File: src/logic/rsd_pkg.sv
// Package: register map, field layout, reset values and types of the rail sleep/discharge bank
package rsd_pkg;

  // ****************************************
  // Register indices and byte addresses
  // ****************************************
  localparam int unsigned RSD_IDX_AUX3_CTRL = 'h29;
  localparam int unsigned RSD_IDX_DISCH1    = 'h40;
  localparam int unsigned RSD_IDX_DISCH2    = 'h41;
  localparam int unsigned RSD_IDX_DISCH3    = 'h42;

  localparam int unsigned RSD_AW = 12;
  localparam logic [RSD_AW-1:0] RSD_ADDR_AUX3_CTRL = RSD_AW'(RSD_IDX_AUX3_CTRL * 4);
  localparam logic [RSD_AW-1:0] RSD_ADDR_DISCH1    = RSD_AW'(RSD_IDX_DISCH1 * 4);
  localparam logic [RSD_AW-1:0] RSD_ADDR_DISCH2    = RSD_AW'(RSD_IDX_DISCH2 * 4);
  localparam logic [RSD_AW-1:0] RSD_ADDR_DISCH3    = RSD_AW'(RSD_IDX_DISCH3 * 4);

  // ****************************************
  // Field layout and reset values
  // ****************************************
  localparam int unsigned RSD_RAILS      = 11;
  localparam int unsigned RSD_FIELDS_REG = 4;
  localparam int unsigned RSD_CODE_W     = 2;
  localparam int unsigned RSD_VCODE_W    = 8;
  localparam int unsigned RSD_AUX3_RAIL  = 8;

  localparam logic [1:0] RSD_SLEEP_OFF  = 2'h0;
  localparam logic [1:0] RSD_SLEEP_ON   = 2'h3;
  localparam logic [5:0] RSD_AUX3_RESET = 6'h0c;
  localparam logic [1:0] RSD_CODE_RESET = 2'h0;

  localparam logic [1:0] RSD_DCODE_NONE = 2'h0;
  localparam logic [1:0] RSD_DCODE_100  = 2'h1;
  localparam logic [1:0] RSD_DCODE_200  = 2'h2;
  localparam logic [1:0] RSD_DCODE_500  = 2'h3;
  localparam logic [2:0] RSD_DSEL_NONE  = 3'h0;
  localparam logic [2:0] RSD_DSEL_100   = 3'h1;
  localparam logic [2:0] RSD_DSEL_200   = 3'h2;
  localparam logic [2:0] RSD_DSEL_500   = 3'h4;

  // ****************************************
  // Types
  // ****************************************
  typedef struct packed {
    logic [1:0] aux3_sleep_select;
    logic [2:0] reserved;
    logic       aux3_force_off_n;
  } rsd_aux3_ctrl_s;

  typedef logic [RSD_RAILS-1:0][2:0] rsd_dsel_t;

endpackage

File: src/logic/rsd_regs.sv
// Rail sleep and discharge register bank with APB slave
`timescale 1ns/10ps
module rsd_regs
  import rsd_pkg::*;
(
  input  wire logic                   pclk,
  input  wire logic                   presetn,
  input  wire logic                   psel,
  input  wire logic                   penable,
  input  wire logic                   pwrite,
  input  wire logic [RSD_AW-1:0]      paddr,
  input  wire logic [31:0]            pwdata,
  output logic      [31:0]            prdata,
  output logic                        pready,
  output logic                        pslverr,
  input  wire logic                   sleep_pin_sel,
  input  wire logic                   control_in3_sleep_pin1,
  input  wire logic                   control_in6_sleep_pin2,
  input  wire logic                   aux3_pin_enable,
  input  wire logic [RSD_VCODE_W-1:0] aux3_normal_voltage_code,
  input  wire logic [RSD_VCODE_W-1:0] aux3_sleep_voltage_code,
  input  wire logic [RSD_RAILS-2:0]   other_rail_enable,
  output logic                        aux3_enable,
  output logic                        aux3_sleep_active,
  output logic      [RSD_VCODE_W-1:0] aux3_voltage_code,
  output rsd_dsel_t                   discharge_select
);

  // ****************************************
  // APB decode
  // ****************************************
  logic access;
  logic wr_stb;
  logic hit_aux3;
  logic hit_d1;
  logic hit_d2;
  logic hit_d3;
  logic hit;

  assign access   = psel && penable;
  assign wr_stb   = access && pwrite;
  assign hit_aux3 = (paddr == RSD_ADDR_AUX3_CTRL);
  assign hit_d1   = (paddr == RSD_ADDR_DISCH1);
  assign hit_d2   = (paddr == RSD_ADDR_DISCH2);
  assign hit_d3   = (paddr == RSD_ADDR_DISCH3);
  assign hit      = hit_aux3 || hit_d1 || hit_d2 || hit_d3;
  assign pready   = 1'b1;
  assign pslverr  = access && !hit;

  // ****************************************
  // Aux3 control and rail outputs
  // ****************************************
  rsd_aux3_ctrl_s           ctrl_reg;
  rsd_aux3_ctrl_s           ctrl_next;
  logic                     sleep_pin;
  logic                     aux3_en_now;
  logic                     sleep_now;
  logic                     en_reg;
  logic                     en_next;
  logic                     slp_reg;
  logic                     slp_next;
  logic [RSD_VCODE_W-1:0]   vcode_reg;
  logic [RSD_VCODE_W-1:0]   vcode_next;

  assign sleep_pin   = sleep_pin_sel ? control_in6_sleep_pin2 : control_in3_sleep_pin1;
  assign aux3_en_now = aux3_pin_enable && ctrl_reg.aux3_force_off_n;
  assign sleep_now   = (ctrl_reg.aux3_sleep_select == RSD_SLEEP_ON) && !sleep_pin;

  always_comb begin
    ctrl_next = ctrl_reg;
    if (wr_stb && hit_aux3) begin
      ctrl_next = rsd_aux3_ctrl_s'(pwdata[5:0]);
    end
    en_next  = aux3_en_now;
    slp_next = sleep_now;
    vcode_next = sleep_now ? aux3_sleep_voltage_code : aux3_normal_voltage_code;
  end

  always_ff @(posedge pclk or negedge presetn) begin
    if (!presetn) begin
      ctrl_reg  <= rsd_aux3_ctrl_s'(RSD_AUX3_RESET);
      en_reg    <= 1'b0;
      slp_reg   <= 1'b0;
      vcode_reg <= '0;
    end else begin
      ctrl_reg  <= ctrl_next;
      en_reg    <= en_next;
      slp_reg   <= slp_next;
      vcode_reg <= vcode_next;
    end
  end

  assign aux3_enable       = en_reg;
  assign aux3_sleep_active = slp_reg;
  assign aux3_voltage_code = vcode_reg;

  // ****************************************
  // Discharge fields
  // ****************************************
  logic [RSD_RAILS-1:0]            rail_en;
  logic [2*RSD_RAILS-1:0]          codes;

  assign rail_en = {other_rail_enable[RSD_RAILS-2:RSD_AUX3_RAIL], aux3_en_now,
                    other_rail_enable[RSD_AUX3_RAIL-1:0]};

  genvar gi;
  generate
    for (gi = 0; gi < RSD_RAILS; gi = gi + 1) begin : g_rail
      localparam int unsigned REG_N = gi / RSD_FIELDS_REG;
      localparam int unsigned POS   = (gi % RSD_FIELDS_REG) * RSD_CODE_W;
      logic reg_hit;
      assign reg_hit = (REG_N == 0) ? hit_d1 : ((REG_N == 1) ? hit_d2 : hit_d3);
      rsd_disch_cell u_cell (
        .pclk      (pclk),
        .presetn   (presetn),
        .wr_en     (wr_stb && reg_hit),
        .wr_code   (pwdata[POS+1:POS]),
        .rail_en   (rail_en[gi]),
        .code      (codes[2*gi+1:2*gi]),
        .disch_sel (discharge_select[gi])
      );
    end
  endgenerate

  // ****************************************
  // Read data
  // ****************************************
  logic [31:0] rd_reg;
  logic [31:0] rd_next;

  always_comb begin
    rd_next = rd_reg;
    if (psel && !penable) begin
      case (1'b1)
        hit_aux3: rd_next = {26'h0, ctrl_reg};
        hit_d1:   rd_next = {24'h0, codes[7:0]};
        hit_d2:   rd_next = {24'h0, codes[15:8]};
        hit_d3:   rd_next = {26'h0, codes[21:16]};
        default:  rd_next = 32'h0;
      endcase
    end
  end

  always_ff @(posedge pclk or negedge presetn) begin
    if (!presetn) begin
      rd_reg <= 32'h0;
    end else begin
      rd_reg <= rd_next;
    end
  end

  assign prdata = rd_reg;

  // ****************************************
  // Assertions
  // ****************************************
  property p_sleep_off;
    @(posedge pclk) disable iff (!presetn)
      (ctrl_reg.aux3_sleep_select == RSD_SLEEP_OFF)
      |=> (aux3_voltage_code == $past(aux3_normal_voltage_code)) && !aux3_sleep_active;
  endproperty
  a_sleep_off: assert property (p_sleep_off) else $error("sleep used while disabled");

  property p_sleep_on;
    @(posedge pclk) disable iff (!presetn)
      (ctrl_reg.aux3_sleep_select == RSD_SLEEP_ON && !sleep_pin)
      |=> (aux3_voltage_code == $past(aux3_sleep_voltage_code)) && aux3_sleep_active;
  endproperty
  a_sleep_on: assert property (p_sleep_on) else $error("sleep code not used");

  property p_pin_pick;
    @(posedge pclk) disable iff (!presetn)
      (ctrl_reg.aux3_sleep_select == RSD_SLEEP_ON && sleep_pin_sel
       && control_in6_sleep_pin2 && !control_in3_sleep_pin1) |=> !aux3_sleep_active;
  endproperty
  a_pin_pick: assert property (p_pin_pick) else $error("wrong sleep pin followed");

  property p_force_off;
    @(posedge pclk) disable iff (!presetn)
      (!ctrl_reg.aux3_force_off_n) |=> !aux3_enable;
  endproperty
  a_force_off: assert property (p_force_off) else $error("aux3 on while forced off");

  property p_aux3_map;
    @(posedge pclk) disable iff (!presetn)
      (wr_stb && hit_aux3) ##1 !psel ##1 (psel && !penable && !pwrite && hit_aux3)
      |=> (prdata == {26'h0, $past(pwdata[5:0], 3)});
  endproperty
  a_aux3_map: assert property (p_aux3_map) else $error("aux3 control readback wrong");

  property p_clear;
    @(posedge pclk) disable iff (!presetn)
      rail_en[RSD_AUX3_RAIL] |=> (codes[17:16] == RSD_CODE_RESET);
  endproperty
  a_clear: assert property (p_clear) else $error("aux3 discharge not cleared");

  property p_d1_write;
    @(posedge pclk) disable iff (!presetn)
      (wr_stb && hit_d1 && rail_en[3:0] == 4'h0) |=> (codes[7:0] == $past(pwdata[7:0]));
  endproperty
  a_d1_write: assert property (p_d1_write) else $error("first discharge write lost");

  property p_d2_write;
    @(posedge pclk) disable iff (!presetn)
      (wr_stb && hit_d2 && rail_en[7:4] == 4'h0) |=> (codes[15:8] == $past(pwdata[7:0]));
  endproperty
  a_d2_write: assert property (p_d2_write) else $error("second discharge write lost");

  property p_d3_read;
    @(posedge pclk) disable iff (!presetn)
      (psel && !penable && !pwrite && hit_d3) |=> (prdata[31:6] == 26'h0);
  endproperty
  a_d3_read: assert property (p_d3_read) else $error("third discharge reserved bits set");

  property p_active;
    @(posedge pclk) disable iff (!presetn)
      (rail_en[0] && rail_en[4]) |=> (discharge_select[0] == 3'h0) ##1
      (discharge_select[4] == 3'h0 || !$past(rail_en[4]));
  endproperty
  a_active: assert property (p_active) else $error("discharge on enabled rail");

  c_sleep: cover property (@(posedge pclk) disable iff (!presetn)
    !aux3_sleep_active ##1 aux3_sleep_active);
  c_force: cover property (@(posedge pclk) disable iff (!presetn)
    aux3_pin_enable && !ctrl_reg.aux3_force_off_n);
  c_disch: cover property (@(posedge pclk) disable iff (!presetn)
    discharge_select[RSD_AUX3_RAIL] == RSD_DSEL_500);
  c_err: cover property (@(posedge pclk) disable iff (!presetn) pslverr);

endmodule // rsd_regs

File: src/logic/rsd_disch_cell.sv
// One rail's discharge code field and its resistor path selection
`timescale 1ns/10ps
module rsd_disch_cell
  import rsd_pkg::*;
(
  input  wire logic             pclk,
  input  wire logic             presetn,
  input  wire logic             wr_en,
  input  wire logic [1:0]       wr_code,
  input  wire logic             rail_en,
  output logic      [1:0]       code,
  output logic      [2:0]       disch_sel
);

  logic [1:0] code_reg;
  logic [1:0] code_next;
  logic [2:0] sel_reg;
  logic [2:0] sel_next;

  always_comb begin
    code_next = code_reg;
    if (wr_en) begin
      code_next = wr_code;
    end
    if (rail_en) begin
      code_next = RSD_CODE_RESET;
    end
    sel_next = RSD_DSEL_NONE;
    if (!rail_en) begin
      case (code_reg)
        RSD_DCODE_100: sel_next = RSD_DSEL_100;
        RSD_DCODE_200: sel_next = RSD_DSEL_200;
        RSD_DCODE_500: sel_next = RSD_DSEL_500;
        default:       sel_next = RSD_DSEL_NONE;
      endcase
    end
  end

  always_ff @(posedge pclk or negedge presetn) begin
    if (!presetn) begin
      code_reg <= RSD_CODE_RESET;
      sel_reg  <= RSD_DSEL_NONE;
    end else begin
      code_reg <= code_next;
      sel_reg  <= sel_next;
    end
  end

  assign code      = code_reg;
  assign disch_sel = sel_reg;

  // ****************************************
  // Assertions
  // ****************************************
  property p_cell_clear;
    @(posedge pclk) disable iff (!presetn) rail_en |=> (code == RSD_CODE_RESET);
  endproperty
  a_cell_clear: assert property (p_cell_clear) else $error("code not cleared on enable");

  property p_cell_decode;
    @(posedge pclk) disable iff (!presetn)
      (!rail_en && code == RSD_DCODE_500) |=> (disch_sel == RSD_DSEL_500);
  endproperty
  a_cell_decode: assert property (p_cell_decode) else $error("500 ohm code not decoded");

  property p_cell_idle;
    @(posedge pclk) disable iff (!presetn) rail_en |=> (disch_sel == RSD_DSEL_NONE);
  endproperty
  a_cell_idle: assert property (p_cell_idle) else $error("discharge active on enabled rail");

endmodule // rsd_disch_cell

File: config.mk
export PLATFORM = sky130hd
export DESIGN_NAME = rsd_regs
export DESIGN_NICKNAME = d
export VERILOG_FILES = /design/src/logic/rsd_pkg.sv /design/src/logic/rsd_regs.sv /design/src/logic/rsd_disch_cell.sv
export SDC_FILE = /design/constraint.sdc
export NUM_CORES = 1
export LEC_CHECK = 0
export BUFFER_PORTS_ARGS = -buffer_cell sky130_fd_sc_hd__buf_4
export CORE_MARGIN = 8
export CORE_UTILIZATION = 30
export DETAILED_ROUTE_END_ITERATION = 8
export RECOVER_POWER = 25
export SLEW_MARGIN = 20
export SYNTH_ARGS = -nofsm -noshare
export SYNTH_HDL_FRONTEND = slang
export SYNTH_SLANG_ARGS = --single-unit
File: constraint.sdc
create_clock -name pclk -period 1.8 [get_ports pclk]
set_clock_uncertainty 0.05 [all_clocks]
set_input_delay 0.18 -clock pclk [delete_from_list [all_inputs] [get_ports pclk]]
set_output_delay 0.18 -clock pclk [all_outputs]
set_load 0.01 [all_outputs]
Yosys cells after proc, flatten, opt, wreduce, memory -nomap -nowiden
Cells that the tools add are included.
{"block": "totals", "in_bits": 79, "rom_bits": 0, "latchBits": 0, "elab_cells": 144, "ramBits": 0, "regBits": 103, "memories": 0}
{"block": "classes", "magnitude_cmp": 0, "muxes": 50, "n_div": 0, "n_addsub": 0, "bitwise": 0, "n_reduce_logical": 27, "shift": 0, "multipliers": 0, "eq_ne": 38}
{"cell": "case mux 3 bit (3 select lines)", "n": 11}
{"cell": "equality test 2 bit (second input constant)", "n": 23}
{"cell": "2-to-1 mux 2 bit", "n": 22}
{"cell": "equality test 12 x 9 -> 1 bit (second input constant)", "n": 3}
{"cell": "2-to-1 mux 3 bit", "n": 11}
{"cell": "2-to-1 mux 32 bit", "n": 1}
{"cell": "2-to-1 mux 8 bit", "n": 3}
{"cell": "equality test 2 x 1 -> 1 bit (second input constant)", "n": 11}
{"cell": "nonzero test 2 bit", "n": 11}
{"cell": "equality test 12 x 8 -> 1 bit (second input constant)", "n": 1}
{"cell": "logical AND 1 bit", "n": 10}
{"cell": "2-to-1 mux 6 bit", "n": 1}
{"cell": "logical NOT 1 bit", "n": 3}
{"cell": "logical OR 1 bit", "n": 3}
{"cell": "2-to-1 mux 1 bit", "n": 1}

Depth between registers and ports, before layout
Gate-level depths: netlist (run 1).
{"block": "depth", "depth_word": 6, "mapped_depth": 6}

Cells and area by module
From an unflattened synthesis (run 1), not the netlist that was laid out.
{"block": "hier_totals", "hier_cells": 279, "area_unflattened_um2": 3418.3}
{"mod": "rsd_disch_cell", "area_per_inst_um2": 176.4, "cells_each": 12, "seq_area_each_um2": 125.1, "instances": 11}
{"mod": "rsd_regs", "area_per_inst_um2": 1477.7, "cells_each": 147, "seq_area_each_um2": 603.1, "instances": 1}

Least setup slack after synthesis (run 1)
No wires, ideal clock.
{"block": "synth_path", "kind": "input to register", "from": "in paddr[9]", "to": "reg ctrl_reg[0] (netlist name)", "slack_ns": -0.098, "cell_stages": 6, "n_path_buf": 2, "required_ns": 1.625, "t_arrival_ns": 1.723, "setup_time_ns": 0.125, "path_cell_list": "or3_1 buf_2 nor4_4 nor2b_1 buf_2 mux2_2"}
{"block": "synth_between", "elab_chain_cells": 2}
{"element": "start, declared", "line": "rsd_regs.sv:11", "text": "input wire logic [RSD_AW-1:0] paddr,"}
{"element": "equality test 12 x 8 -> 1 bit", "line": "rsd_regs.sv:42", "text": "assign hit_aux3 = (paddr == RSD_ADDR_AUX3_CTRL);"}
{"element": "logical AND 1 bit", "line": "rsd_regs.sv:71", "text": "if (wr_stb && hit_aux3) begin"}
{"element": "end signal, assigned", "line": "rsd_regs.sv:81", "text": "ctrl_reg <= rsd_aux3_ctrl_s'(RSD_AUX3_RESET);"}
{"element": "end signal, assigned", "line": "rsd_regs.sv:86", "text": "ctrl_reg <= ctrl_next;"}
{"element": "end, declared", "line": "rsd_regs.sv:53", "text": "rsd_aux3_ctrl_s ctrl_reg;"}
Every way passes these cells.
A chain may end at the register's enable or synchronous reset.

Worst setup path after layout (run 1)
{"block": "layout_path", "from": "in paddr[1]", "to": "out pslverr"}
{"block": "layout_between", "elab_chain_cells": 6, "elab_cells_between_ends": 9, "cone_classes": "eq/ne (4); reduce/logical (5)"}
{"element": "equality test 12 x 8 -> 1 bit or equality test 12 x 9 -> 1 bit (tied branches)", "line": "rsd_regs.sv:42, rsd_regs.sv:43"}
{"element": "logical OR 1 bit (2 in a row)", "line": "rsd_regs.sv:46", "text": "assign hit = hit_aux3 || hit_d1 || hit_d2 || hit_d3;"}
{"element": "logical OR 1 bit *", "line": "rsd_regs.sv:46"}
{"element": "logical NOT 1 bit *", "line": "rsd_regs.sv:48", "text": "assign pslverr = access && !hit;"}
{"element": "logical AND 1 bit *", "line": "rsd_regs.sv:48"}
{"element": "end, declared", "line": "rsd_regs.sv:15", "text": "output logic pslverr,"}
Mark *: on every way between the ends. The rest lies on a longest branch, timed or not.

==> results by group, run 1 <==
Run status
  • Outcome: finished clean

Logic synthesis
  • Top cell type's share of synthesized area: 0.532
  • Top cells by area, synth: dfrtp_1 (53%), mux2i_1 (6.9%), buf_4 (5.2%)
  • Yosys cell types: 37
  • Most frequently used cell type in the post-synthesis netlist: dfrtp_1
  • Yosys top cell by area: dfrtp_1
  • Fraction of synthesis flops using an asynchronous set or reset pin: 1.00
  • Synthesis-stage register bit count: 79
  • Portion of the post-synthesis area used by sequential elements: 0.547
  • Top cells by instance count after synthesis: dfrtp_1 (77), nor2_1 (31), buf_4 (25), mux2i_1 (25), nor3b_1 (21)
  • Number of enable flip-flop cells after synthesis: 0
  • Yosys warning count: 0
  • Cell count after synthesis: 303
  • Most used flip-flop cell after synthesis: dfrtp_1
  • Post-synthesis cell area: between 3000 and 4000 um2
  • Synthesized area per cell: 12.0 um2

Critical path
  • Launching instance or port of the critical path: paddr[1]
  • Crit Path Category: input pin to output port
  • Depth of the most critical reg-to-reg path: 4
  • Largest driver fanout on the critical path: 3
  • Critical R2R Capture: prdata[3]
  • Required time at the worst-slack endpoint: 1.57 ns
  • Arrival time at the worst endpoint: 1.54 ns
  • Category of the worst setup path capture point: output port
  • FF-to-FF setup slack: between 0.2 and 0.3 ns
  • Critical Path Source Type: input pin
  • Critical R2R Launch: g_rail[9].u_cell.code[1]

Timing
  • Setup repair after global routing missed its margin: no
  • Final critical path time including I/O delays and setup: 1.77 ns
  • Setup WS post-layout: 0.0283 ns
  • Final Hold Vio Count: 0
  • Finish-stage setup viols: 0
  • Pins over their slew limit: 0
  • Max Fclk: 0.564 GHz
  • Worst rel slew slack: 0.408
  • Fin crit share: 0.984
  • Setup TNS: 0 ns
  • Transition at the pin with the smallest max-transition slack: just under 0.9 ns

GRT
  • First-pass GRT wire length: between 15,000 and 20,000 um
  • Via count of the first global-routing pass: between 2,000 and 3,000
  • Antenna violations before repair: 0
  • Total overflow reported by the global router: 0
  • GRT Total Usage: 0.128
  • Pin count of the biggest net entering global routing: 34

Layout
  • Post-route cell area: 5060 um2
  • Number of flip-flops in the largest register: 33
  • Final non-filler cell total: just under 600
  • Final antenna diode count: 0
  • Post-layout net count: ~520
  • Area growth from synthesis to layout: 39.9%
  • Ratio of cells with drive above 1 in the final layout: 0.369

Drt
  • Number of iterations in the first detailed-routing pass: 4
  • Post-DRT Antenna Nets: 0
  • Total via count after detailed routing: ~2,700
  • Count of routing violations after the opening detailed-route iteration: around 150
  • Routed len/inst: around 17 um
  • Final WL: 9840 um
  • Number of remaining DRC errors: 0
  • Vias per std cell: 4.57

CTS
  • Maximum number of buffers from clock root to sink: 2
  • Clock root buffer master: clkbuf_16
  • Clock tree from TritonCTS: done
  • CTS clk-pin slew, worst paths: 0.06 ns
  • Number of H-tree branching levels: 3
  • Number of sinks driven by the clock tree: just under 80
  • Number of buffers inserted during clock tree synthesis: 9
  • Clk Latency, worst-skew pair: between 0.3 and 0.4 ns

Placed design
  • Worst setup slack before clock tree synthesis: -0.162 ns
  • Area after DPL: about 4600 um2
  • DP HPWL: 7830 um
  • Number of buffer cells added on primary ports: 106
  • Placer congestion estimate: 0.886
  • Placed Cells incl. Taps: 565

Floorplanning
  • Number of ports placed on the die boundary: 156
  • Floorplan die area: 15,800 um2
  • Floorplan die height: around 130 um
  • Floorplan core area: ~12,000 um2
  • Die X: 126 um
  • Initial core utilization: 0.304
  • Core Rows: 40

Pwr
  • Design Power: 4.24 mW
  • Static leakage: between 2 and 3 nW
  • Power per cell area: 838 nW/um2
  • Worst vdd rail ir drop: 0.000450 V

Flow run
  • MaxCap Viol Count: 0

Hold path
  • Hold path endpoint: aux3_voltage_code[6]
  • Number of cells on the worst hold path: 2
  • Class of the tightest hold or removal check: input pin to flop
  • Worst hold path startpoint: aux3_normal_voltage_code[6]
-- through the flow --
step	hold slack (ns)	utilization
3_5_place_dp	0.123	0.388
5_1_grt	0.0135	0.425
4_1_cts	0.00829	0.427
3_3_place_gp	0.117	0.388
2_1_floorplan	-0.166	-
6_report	0.0205	0.425
-- worst max-delay path by stage --
stage	to
after floorplan	ctrl_reg[0]
after global placement	prdata[4]
after detailed placement	g_rail[4].u_cell.code[0]
after CTS	pslverr
after global routing	pslverr
final	pslverr
-- report_power, final --
group | leakage (nW) | switching [mW] | internal [mW]
Clock | 0.169 | 0.680 | 1.37
Sequential | 1.07 | 0.0123 | 1.80
Combinational | 1.32 | 0.196 | 0.187
Total | 2.56 | 0.888 | 3.35
-- cell type report --
| type | count | area [um2] |
|---|---|---|
| multi-input combinational | 207 | 1480 |
| clock buffer | 14 | 284 |
| clock inverter | 2 | 60.1 |
| timing repair buffer | 142 | 1080 |
| tap | 147 | 184 |
| inverter | 1 | 3.75 |
| sequential | 79 | 1980 |
| fill | 1146 | 6850 |
-- per-layer routing --
metal | GRT usage | routed length, um | part of all wire
met3 | 0.0468 | 680 | 0.069
met4 | 0.0446 | 138 | 0.014
met1 | 0.149 | 4170 | 0.42
met2 | 0.213 | 4850 | 0.49
met5 | 0 | 0 | 0
-- cells by family (layout without fill, tap and decap cells) --
family,after synthesis,after routing,synth area share
DFF,79,79,0.547
buffers and inverters,40,159,0.0746
AOI/OAI and AO/OA,28,28,0.0477
muxes,39,39,0.113
and+or+nand+nor,115,115,0.216
other,2,25,0.00207
-- critical path, stage by stage --
cell	delay (ns)
buf_4	0.11
or4b_4	0.56
a21oi_2	0.12
nor2_1	0.06
o311a_1	0.38
buf_6	0.13
-- layout by cell type, fill, tap and decap left out, types with 2 or more instances in the layout --
| master | count |
|---|---|
| buf_4 | 116 |
| dfrtp_1 | 77 |
| nor2_1 | 30 |
| mux2i_1 | 25 |
| conb_1 | 25 |
| nor3b_1 | 21 |
| mux2_2 | 12 |
| nor4_1 | 12 |
| a21oi_1 | 12 |
| clkbuf_1 | 11 |
| dlygate4sd3_1 | 11 |
| and3b_1 | 10 |
| clkbuf_16 | 9 |
| nor2b_1 | 8 |
| o21a_1 | 6 |
| or4bb_1 | 6 |
| o22ai_1 | 6 |
| nand2_1 | 4 |
| clkbuf_8 | 4 |
| or3_1 | 3 |
| or4_4 | 3 |
| buf_6 | 3 |
| and3_1 | 2 |
| or3_4 | 2 |
| nand4b_1 | 2 |
| nor4_4 | 2 |
| o31ai_1 | 2 |
| mux2_1 | 2 |
| bufinv_16 | 2 |
| dfstp_2 | 2 |
-- timing repair --
item                                    4_1_cts  5_1_grt
endpoints found under the setup margin        1        1
setup buffers                                 0        1
pin swaps                                     0        6
endpoints found under the hold margin        69        0
gates resized for setup                       3        5
hold buffers                                 11        0
(Power assumes the default switching activity.)
==> run 2: changes to the inputs <==
PLACE_DENSITY = 0.61   (was not set)
RECOVER_POWER = 50   (was 25)
clock period = 1.67 ns   (was 1.8 ns; I/O delays follow)
==> run 2 against run 1 <==
  * Setup slack got worse by 0.073 ns
  * Final cell count rose by 0.51%
  * The flow now finishes with violations (negative setup slack)
  * Sequential share of layout area fell by 0.067 points
  * Clock-buffer cell count fell by 1
  * Flip-flop and latch count did not move
==> results by group, run 2 (synthesis gave the netlist of run 1 again) <==
Placed design
  • Area after DPL: 4610 um2 (-0.14%)
  • Worst setup slack before clock tree synthesis: -0.287 ns (-0.125 ns)
  • Placed Cells incl. Taps: 562 (-0.53%)
  • Number of buffer cells added on primary ports: 106 (unchanged)
  • Placer congestion estimate: 0.829 (-6.5%)
  • DP HPWL: 7800 um (-0.41%)

CTS
  • Number of H-tree branching levels: 3 (unchanged)
  • Clock root buffer master: clkbuf_16
  • Clock tree from TritonCTS: done
  • Clk Latency, worst-skew pair: 0.33 ns (about the same)
  • CTS clk-pin slew, worst paths: 0.06 ns (about the same)
  • Number of buffers inserted during clock tree synthesis: 9 (unchanged)
  • Number of sinks driven by the clock tree: 79 (unchanged)
  • Maximum number of buffers from clock root to sink: 2 (unchanged)

Timing
  • Max Fclk: 0.583 GHz
  • Pins over their slew limit: 0 (unchanged)
  • Setup WS post-layout: -0.0445 ns (-0.0727 ns)
  • Setup repair after global routing missed its margin: yes
  • Finish-stage setup viols: 6 (+6)
  • Worst rel slew slack: 0.387 (-0.0205)
  • Transition at the pin with the smallest max-transition slack: 0.920 ns (+0.0308 ns)
  • Worst hold slack: 0.0173 ns (-0.00328 ns)
  • Final Hold Vio Count: 0 (unchanged)
  • Final critical path time including I/O delays and setup: around 1.7 ns
  • Setup TNS: -0.223 ns (-0.223 ns)
  • Fin crit share: 1.03

Drt
  • Count of routing violations after the opening detailed-route iteration: 170 (+16%)
  • Vias per std cell: 4.64 (+1.4%)
  • Final WL: 9900 um (+0.63%)
  • Number of iterations in the first detailed-routing pass: 4 (unchanged)
  • Total via count after detailed routing: 2,758 (+1.9%)
  • Routed len/inst: 16.6 um (+0.12%)
  • Number of remaining DRC errors: 0 (unchanged)
  • Post-DRT Antenna Nets: 0 (unchanged)

Floorplanning
  • Core Rows: 40 (unchanged)
  • Initial core utilization: 0.304 (unchanged)
  • Number of ports placed on the die boundary: 156 (unchanged)
  • Floorplan core area: 11,900 um2 (unchanged)
  • Floorplan die height: 126 um (unchanged)
  • Die X: 126 um (unchanged)
  • Floorplan die area: 15,800 um2 (unchanged)

Layout
  • Ratio of cells with drive above 1 in the final layout: 0.330 (-0.0382)
  • Post-layout net count: 522 (+0.58%)
  • Final non-filler cell total: 595 (+0.51%)
  • Final antenna diode count: 0 (unchanged)
  • Area growth from synthesis to layout: 40.1%
  • Commonest cells after routing, fill and taps aside: buf_4 (93), dfrtp_1 (77), nor2_1 (30), clkbuf_1 (30)
  • Post-route cell area: 5070 um2 (+0.17%)
  • Commonest non-fill, non-tap cell in the layout: buf_4
  • Post-Route Utilization: 0.426 (+0.000735)
  • Number of flip-flops in the largest register: 33 (unchanged)

Pwr
  • Fraction of power spent switching nets: 0.213 (+0.00322)
  • P_int: 3.54 mW (+5.4%)
  • Power per cell area: 885 nW/um2 (+5.7%)
  • Part of the total power dissipated in the clock network: 0.471 (-0.011)
  • Switching pwr: 0.955 mW (+7.5%)
  • Static leakage: 2.50 nW (-2.2%)
  • Design Power: 4.49 mW (+5.9%)
  • Sequential share of power: 0.435 (+0.007)
  • Worst vdd rail ir drop: 0.000472 V (+4.9%)
  • Gate power share: 0.094 (+0.004)

Run status
  • Failing checks: negative setup slack
  • Outcome: finished, violations left

Critical path
  • Critical Path Source Type: input pin
  • Required time at the worst-slack endpoint: 1.84 ns (+0.27 ns)
  • Category of the worst setup path capture point: flop
  • Largest driver fanout on the critical path: 6 (+3)
  • Depth of the most critical reg-to-reg path: 4 (unchanged)
  • Arrival time at the worst endpoint: 1.88 ns (+0.34 ns)
  • Crit Path Category: input pin to flop

GRT
  • Total overflow reported by the global router: 0 (unchanged)
  • Antenna violations before repair: 0 (unchanged)
  • Pin count of the biggest net entering global routing: 38 (+12%)
  • First-pass GRT wire length: 15,800 um (-0.65%)
  • GRT Total Usage: 0.128 (-0.000427)
  • Via count of the first global-routing pass: 2,942 (+0.068%)

Hold path
  • Number of cells on the worst hold path: 2 (unchanged)
  • Class of the tightest hold or removal check: input pin to flop

Flow run
  • MaxCap Viol Count: 0 (unchanged)
==> run 2: worst paths after layout <==
check	end	slack [ns]	start
worst max-delay path	ctrl_reg[4]	-0.04	paddr[1]
worst min-delay path	aux3_voltage_code[1]	0.02	aux3_sleep_voltage_code[1]
worst max register to register	prdata[4]	0.12	g_rail[10].u_cell.code[0]
worst min register to register	g_rail[8].u_cell.disch_sel[0]	0.44	g_rail[8].u_cell.code[1]
max in group asynchronous	g_rail[10].u_cell.disch_sel[2]	0.33	presetn
min in group asynchronous	g_rail[5].u_cell.disch_sel[1]	0.47	presetn
==> run 2: power groups by stage <==
stage	Clock, mW	Combinational [mW]	Sequential (mW)
global route	2.25	0.466	1.96
finish	2.11	0.422	1.96
floorplan	0	0.157	2.00
CTS	2.18	0.436	1.95
global placement	0	0.396	1.99
detailed placement	0	0.403	1.99
==> run 2: layer usage <==
metal	track usage	routed length, um	up-vias
li1	-	-	1318
met1	0.154	4190	1334
met2	0.203	4860	91
met3	0.0435	612	15
met4	0.0566	234	0
met5	0	0	-
==> run 2: timing repair <==
item	4_1_cts	5_1_grt
hold buffers	15	0
endpoints found under the setup margin	1	17
buffers inserted	2	1
pin swaps	4	2
endpoints found under the hold margin	74	0
resized for setup	3	15
==> run 2: worst max-delay path, stage by stage <==
cell and delay (ns):
buf_6 0.09, or4b_4 0.56, buf_6 0.14, nor4_4 0.28, nor2b_4 0.19, buf_6 0.14
mux2_4 0.30
==> run 2: area by class of cell <==
| cell class | instances | area (um2) |
|---|---|---|
| multi-input combinational | 207 | 1520 |
| sequential | 79 | 1980 |
| inverter | 1 | 3.75 |
| timing repair buffer | 145 | 1060 |
| fill | 1157 | 6840 |
| tap | 147 | 184 |
| clock buffer | 13 | 260 |
| clock inverter | 3 | 65.1 |
==> run 3: changes to the inputs <==
ABC_AREA = 1   (was not set)
CTS_BUF_LIST = sky130_fd_sc_hd__clkbuf_4   (was not set)
==> run 3 against run 2 <==
  * The flow now finishes without violations
  * Utilization increased by 0.87 points
  * Clock power shrank 49%
  * Cell area is 2.2% lower
  * Die area shrank 2.6%
  * Via count rose by 13%
  * Synthesized cell count increased by 27%
  * Total power fell by 25%
  * First-iteration DRC count down 1.8%
  * Critical endpoint is now g_rail[1].u_cell.code[1]
  * Largest power group is now registers
  * Highest routed layer unchanged
==> results by group, run 3 <==
Run status
  • Outcome: finished clean

Floorplanning
  • Initial core utilization: 0.308 (+0.00359)
  • Core Rows: 39 (-2.5%)
  • Number of ports placed on the die boundary: 156 (unchanged)
  • Die X: 124 um (-1.3%)
  • Floorplan die area: 15,400 um2 (-2.6%)
  • Floorplan core area: 11,400 um2 (-4.1%)
  • Floorplan die height: 124 um (-1.3%)

Timing
  • Max Fclk: 0.660 GHz (+13%)
  • Setup repair after global routing missed its margin: no
  • Transition at the pin with the smallest max-transition slack: 0.796 ns (-0.124 ns)
  • Worst hold slack: 0.0970 ns (+0.0797 ns)
  • Pins over their slew limit: 0 (unchanged)
  • Setup TNS: 0 ns (+0.223 ns)
  • Final Hold Vio Count: 0 (unchanged)
  • Final critical path time including I/O delays and setup: 1.52 ns (-0.198 ns)
  • Setup WS post-layout: 0.154 ns (+0.198 ns)
  • Fin crit share: 0.908 (-0.119)
  • Finish-stage setup viols: 0 (-6)
  • Worst rel slew slack: 0.469 (+0.0825)

Layout
  • Fill count: 1,139 (-1.6%)
  • Commonest cells after routing, fill and taps aside: buf_4 (108), nand2_1 (93), dfrtp_1 (77)
  • Post-layout net count: 628 (+20%)
  • Final non-filler cell total: 697 (+17%)
  • Post-route cell area: 4960 um2 (-2.2%)
  • Storage element area: 1980 um2 (unchanged)
  • Area used by multi-input combinational logic: 1260 um2 (-17%)
  • Commonest non-fill, non-tap cell in the layout: buf_4
  • Number of flip-flops in the largest register: 33 (unchanged)
  • Post-Route Utilization: 0.435 (+0.00875)
  • Area growth from synthesis to layout: 41.3%
  • Ratio of cells with drive above 1 in the final layout: 0.280 (-0.0501)

Placed design
  • Area after DPL: 4470 um2 (-3.2%)
  • DP HPWL: 7750 um (-0.65%)
  • Placer congestion estimate: 0.822 (-0.83%)
  • Worst setup slack before clock tree synthesis: 0.245 ns (+0.533 ns)
  • Placed Cells incl. Taps: 641 (+14%)
  • Number of buffer cells added on primary ports: 106 (unchanged)

Drt
  • Post-DRT Antenna Nets: 0 (unchanged)
  • Number of remaining DRC errors: 0 (unchanged)
  • Total via count after detailed routing: 3,106 (+13%)
  • Final WL: 9970 um (+0.71%)
  • Routed len/inst: 14.3 um (-14%)
  • Vias per std cell: 4.46 (-3.9%)
  • Count of routing violations after the opening detailed-route iteration: 167 (-1.8%)
  • Number of iterations in the first detailed-routing pass: 4 (unchanged)

Critical path
  • Largest driver fanout on the critical path: 11 (+5)
  • Category of the worst setup path capture point: flop
  • Critical Path Source Type: input pin
  • Crit Path Category: input pin to flop
  • Arrival time at the worst endpoint: 1.82 ns (-0.06 ns)
  • Required time at the worst-slack endpoint: 1.98 ns (+0.14 ns)

GRT
  • First-pass GRT wire length: 16,600 um (+5.4%)
  • GRT Total Usage: 0.131 (+0.00311)
  • Antenna violations before repair: 1 (+1)
  • Total overflow reported by the global router: 0 (unchanged)
  • Via count of the first global-routing pass: 3,379 (+15%)
  • Pin count of the biggest net entering global routing: 34 (-11%)

Logic synthesis
  • Most used flip-flop cell after synthesis: dfrtp_1
  • Simple logic cell fraction of the synthesized area: 0.295 (+0.0790)
  • Top cell type's share of synthesized area: 0.549 (+0.0165)
  • Cell count after synthesis: 384 (+27%)
  • Number of enable flip-flop cells after synthesis: 0 (unchanged)
  • Multiplexer area fraction after synthesis: 0 (-0.113)
  • Yosys warning count: 0 (unchanged)
  • Portion of the post-synthesis area used by sequential elements: 0.564 (+0.0169)
  • Yosys cell types: 29 (-22%)
  • Yosys top cell by area: dfrtp_1
  • Most frequently used cell type in the post-synthesis netlist: nand2_1
  • Post-synthesis cell area: 3510 um2 (-3.0%)
  • Share of synthesized cell area in full adder, half adder and majority cells: 0 (unchanged)
  • Synthesized area per cell: 9.15 um2 (-23%)
  • Compound-cell area share of the yosys netlist: 0.0381 (-0.00957)
  • Share of the synthesized netlist area taken by xor and xnor gates: 0 (unchanged)
  • Synthesis-stage register bit count: 79 (unchanged)
  • Dominant combinational cell family by area after synthesis: simple AND/OR/NAND/NOR gates
  • Fraction of synthesis flops using an asynchronous set or reset pin: 1.00 (unchanged)
  • Top cells by instance count after synthesis: nand2_1 (93), dfrtp_1 (77), nand3_1 (49), nor2_1 (35), inv_1 (31)
  • Top cells by area, synth: dfrtp_1 (55%), nand2_1 (9.9%), nand3_1 (7.0%)

CTS
  • Maximum number of buffers from clock root to sink: 2 (unchanged)
  • Clock tree from TritonCTS: done
  • Clock root buffer master: clkbuf_4
  • Number of sinks driven by the clock tree: 79 (unchanged)
  • CTS clk-pin slew, worst paths: 0.12 ns (+0.06 ns)
  • Number of H-tree branching levels: 3 (unchanged)
  • Setup Fix Bufs, Post-CTS: 0 (-2)
  • Number of buffers inserted during clock tree synthesis: 9 (unchanged)
  • Clk Latency, worst-skew pair: 0.43 ns (+0.10 ns)

Hold path
  • Class of the tightest hold or removal check: input pin to flop

Pwr
  • Design Power: 3.36 mW (-25%)
  • Worst vdd rail ir drop: 0.000264 V (-44%)
  • Power per cell area: 677 nW/um2 (-24%)
  • Static leakage: 2.64 nW (+5.6%)

Flow run
  • MaxCap Viol Count: 0 (unchanged)
run 3: layout make-up:
cell class / instances / area share
clock buffers: 10 / 0.0151
clock inverters: 5 / 0.0101
multi-input cells: 264 / 0.255
repair buffers: 160 / 0.258
flip-flops and latches: 79 / 0.399
inverters: 35 / 0.0265
well taps: 143 / 0.0360
diodes: 1 / 0.000504
run 3: final timing paths:
path,startpoint,end,slack [ns],cells after the start
worst max-delay path,paddr[11],g_rail[1].u_cell.code[1],0.15,9
worst max register to register,g_rail[0].u_cell.code[1],g_rail[0].u_cell.code[1],0.37,3
worst min-delay path,penable,prdata[5],0.1,5
worst min register to register,g_rail[3].u_cell.code[0],g_rail[3].u_cell.disch_sel[1],0.40,1
min in group asynchronous,presetn,g_rail[7].u_cell.disch_sel[1],0.29,2
max in group asynchronous,presetn,g_rail[10].u_cell.code[0],0.25,3
run 3: kinds of logic after synthesis:
kind of cell    Yosys count
simple gates            214
buf+inv                  64
other cells               2
flops                    79
compound gates           25
run 3: what timing repair did:
action | 4_1_cts | 5_1_grt
hold buffers | 40 | 0
hold endpoints to repair | 129 | 0
setup endpoints to repair | 0 | 0
resized for setup | 0 | 0
run 3: per-layer routing:
metal	track usage	up-vias	part of all wire
met3	0.0404	9	0.075
met2	0.204	122	0.46
met4	0.0567	0	0.011
met1	0.163	1457	0.46
met5	0	-	0
li1	-	1518	-
run 3: report_power, final:
part	total (mW)	leakage, nW	internal, mW	switching [mW]
Combinational	0.353	1.50	0.169	0.184
Sequential	1.93	1.08	1.92	0.00293
Clock	1.08	0.0673	0.454	0.630
run 3: critical path, stage by stage:
cell,delay [ns]
buf_4,0.11
nor2_2,0.13
nand3_2,0.14
nor2_1,0.14
nand3_2,0.17
inv_2,0.21
nand2_1,0.08
a21oi_1,0.12
dlygate4sd3_1,0.55
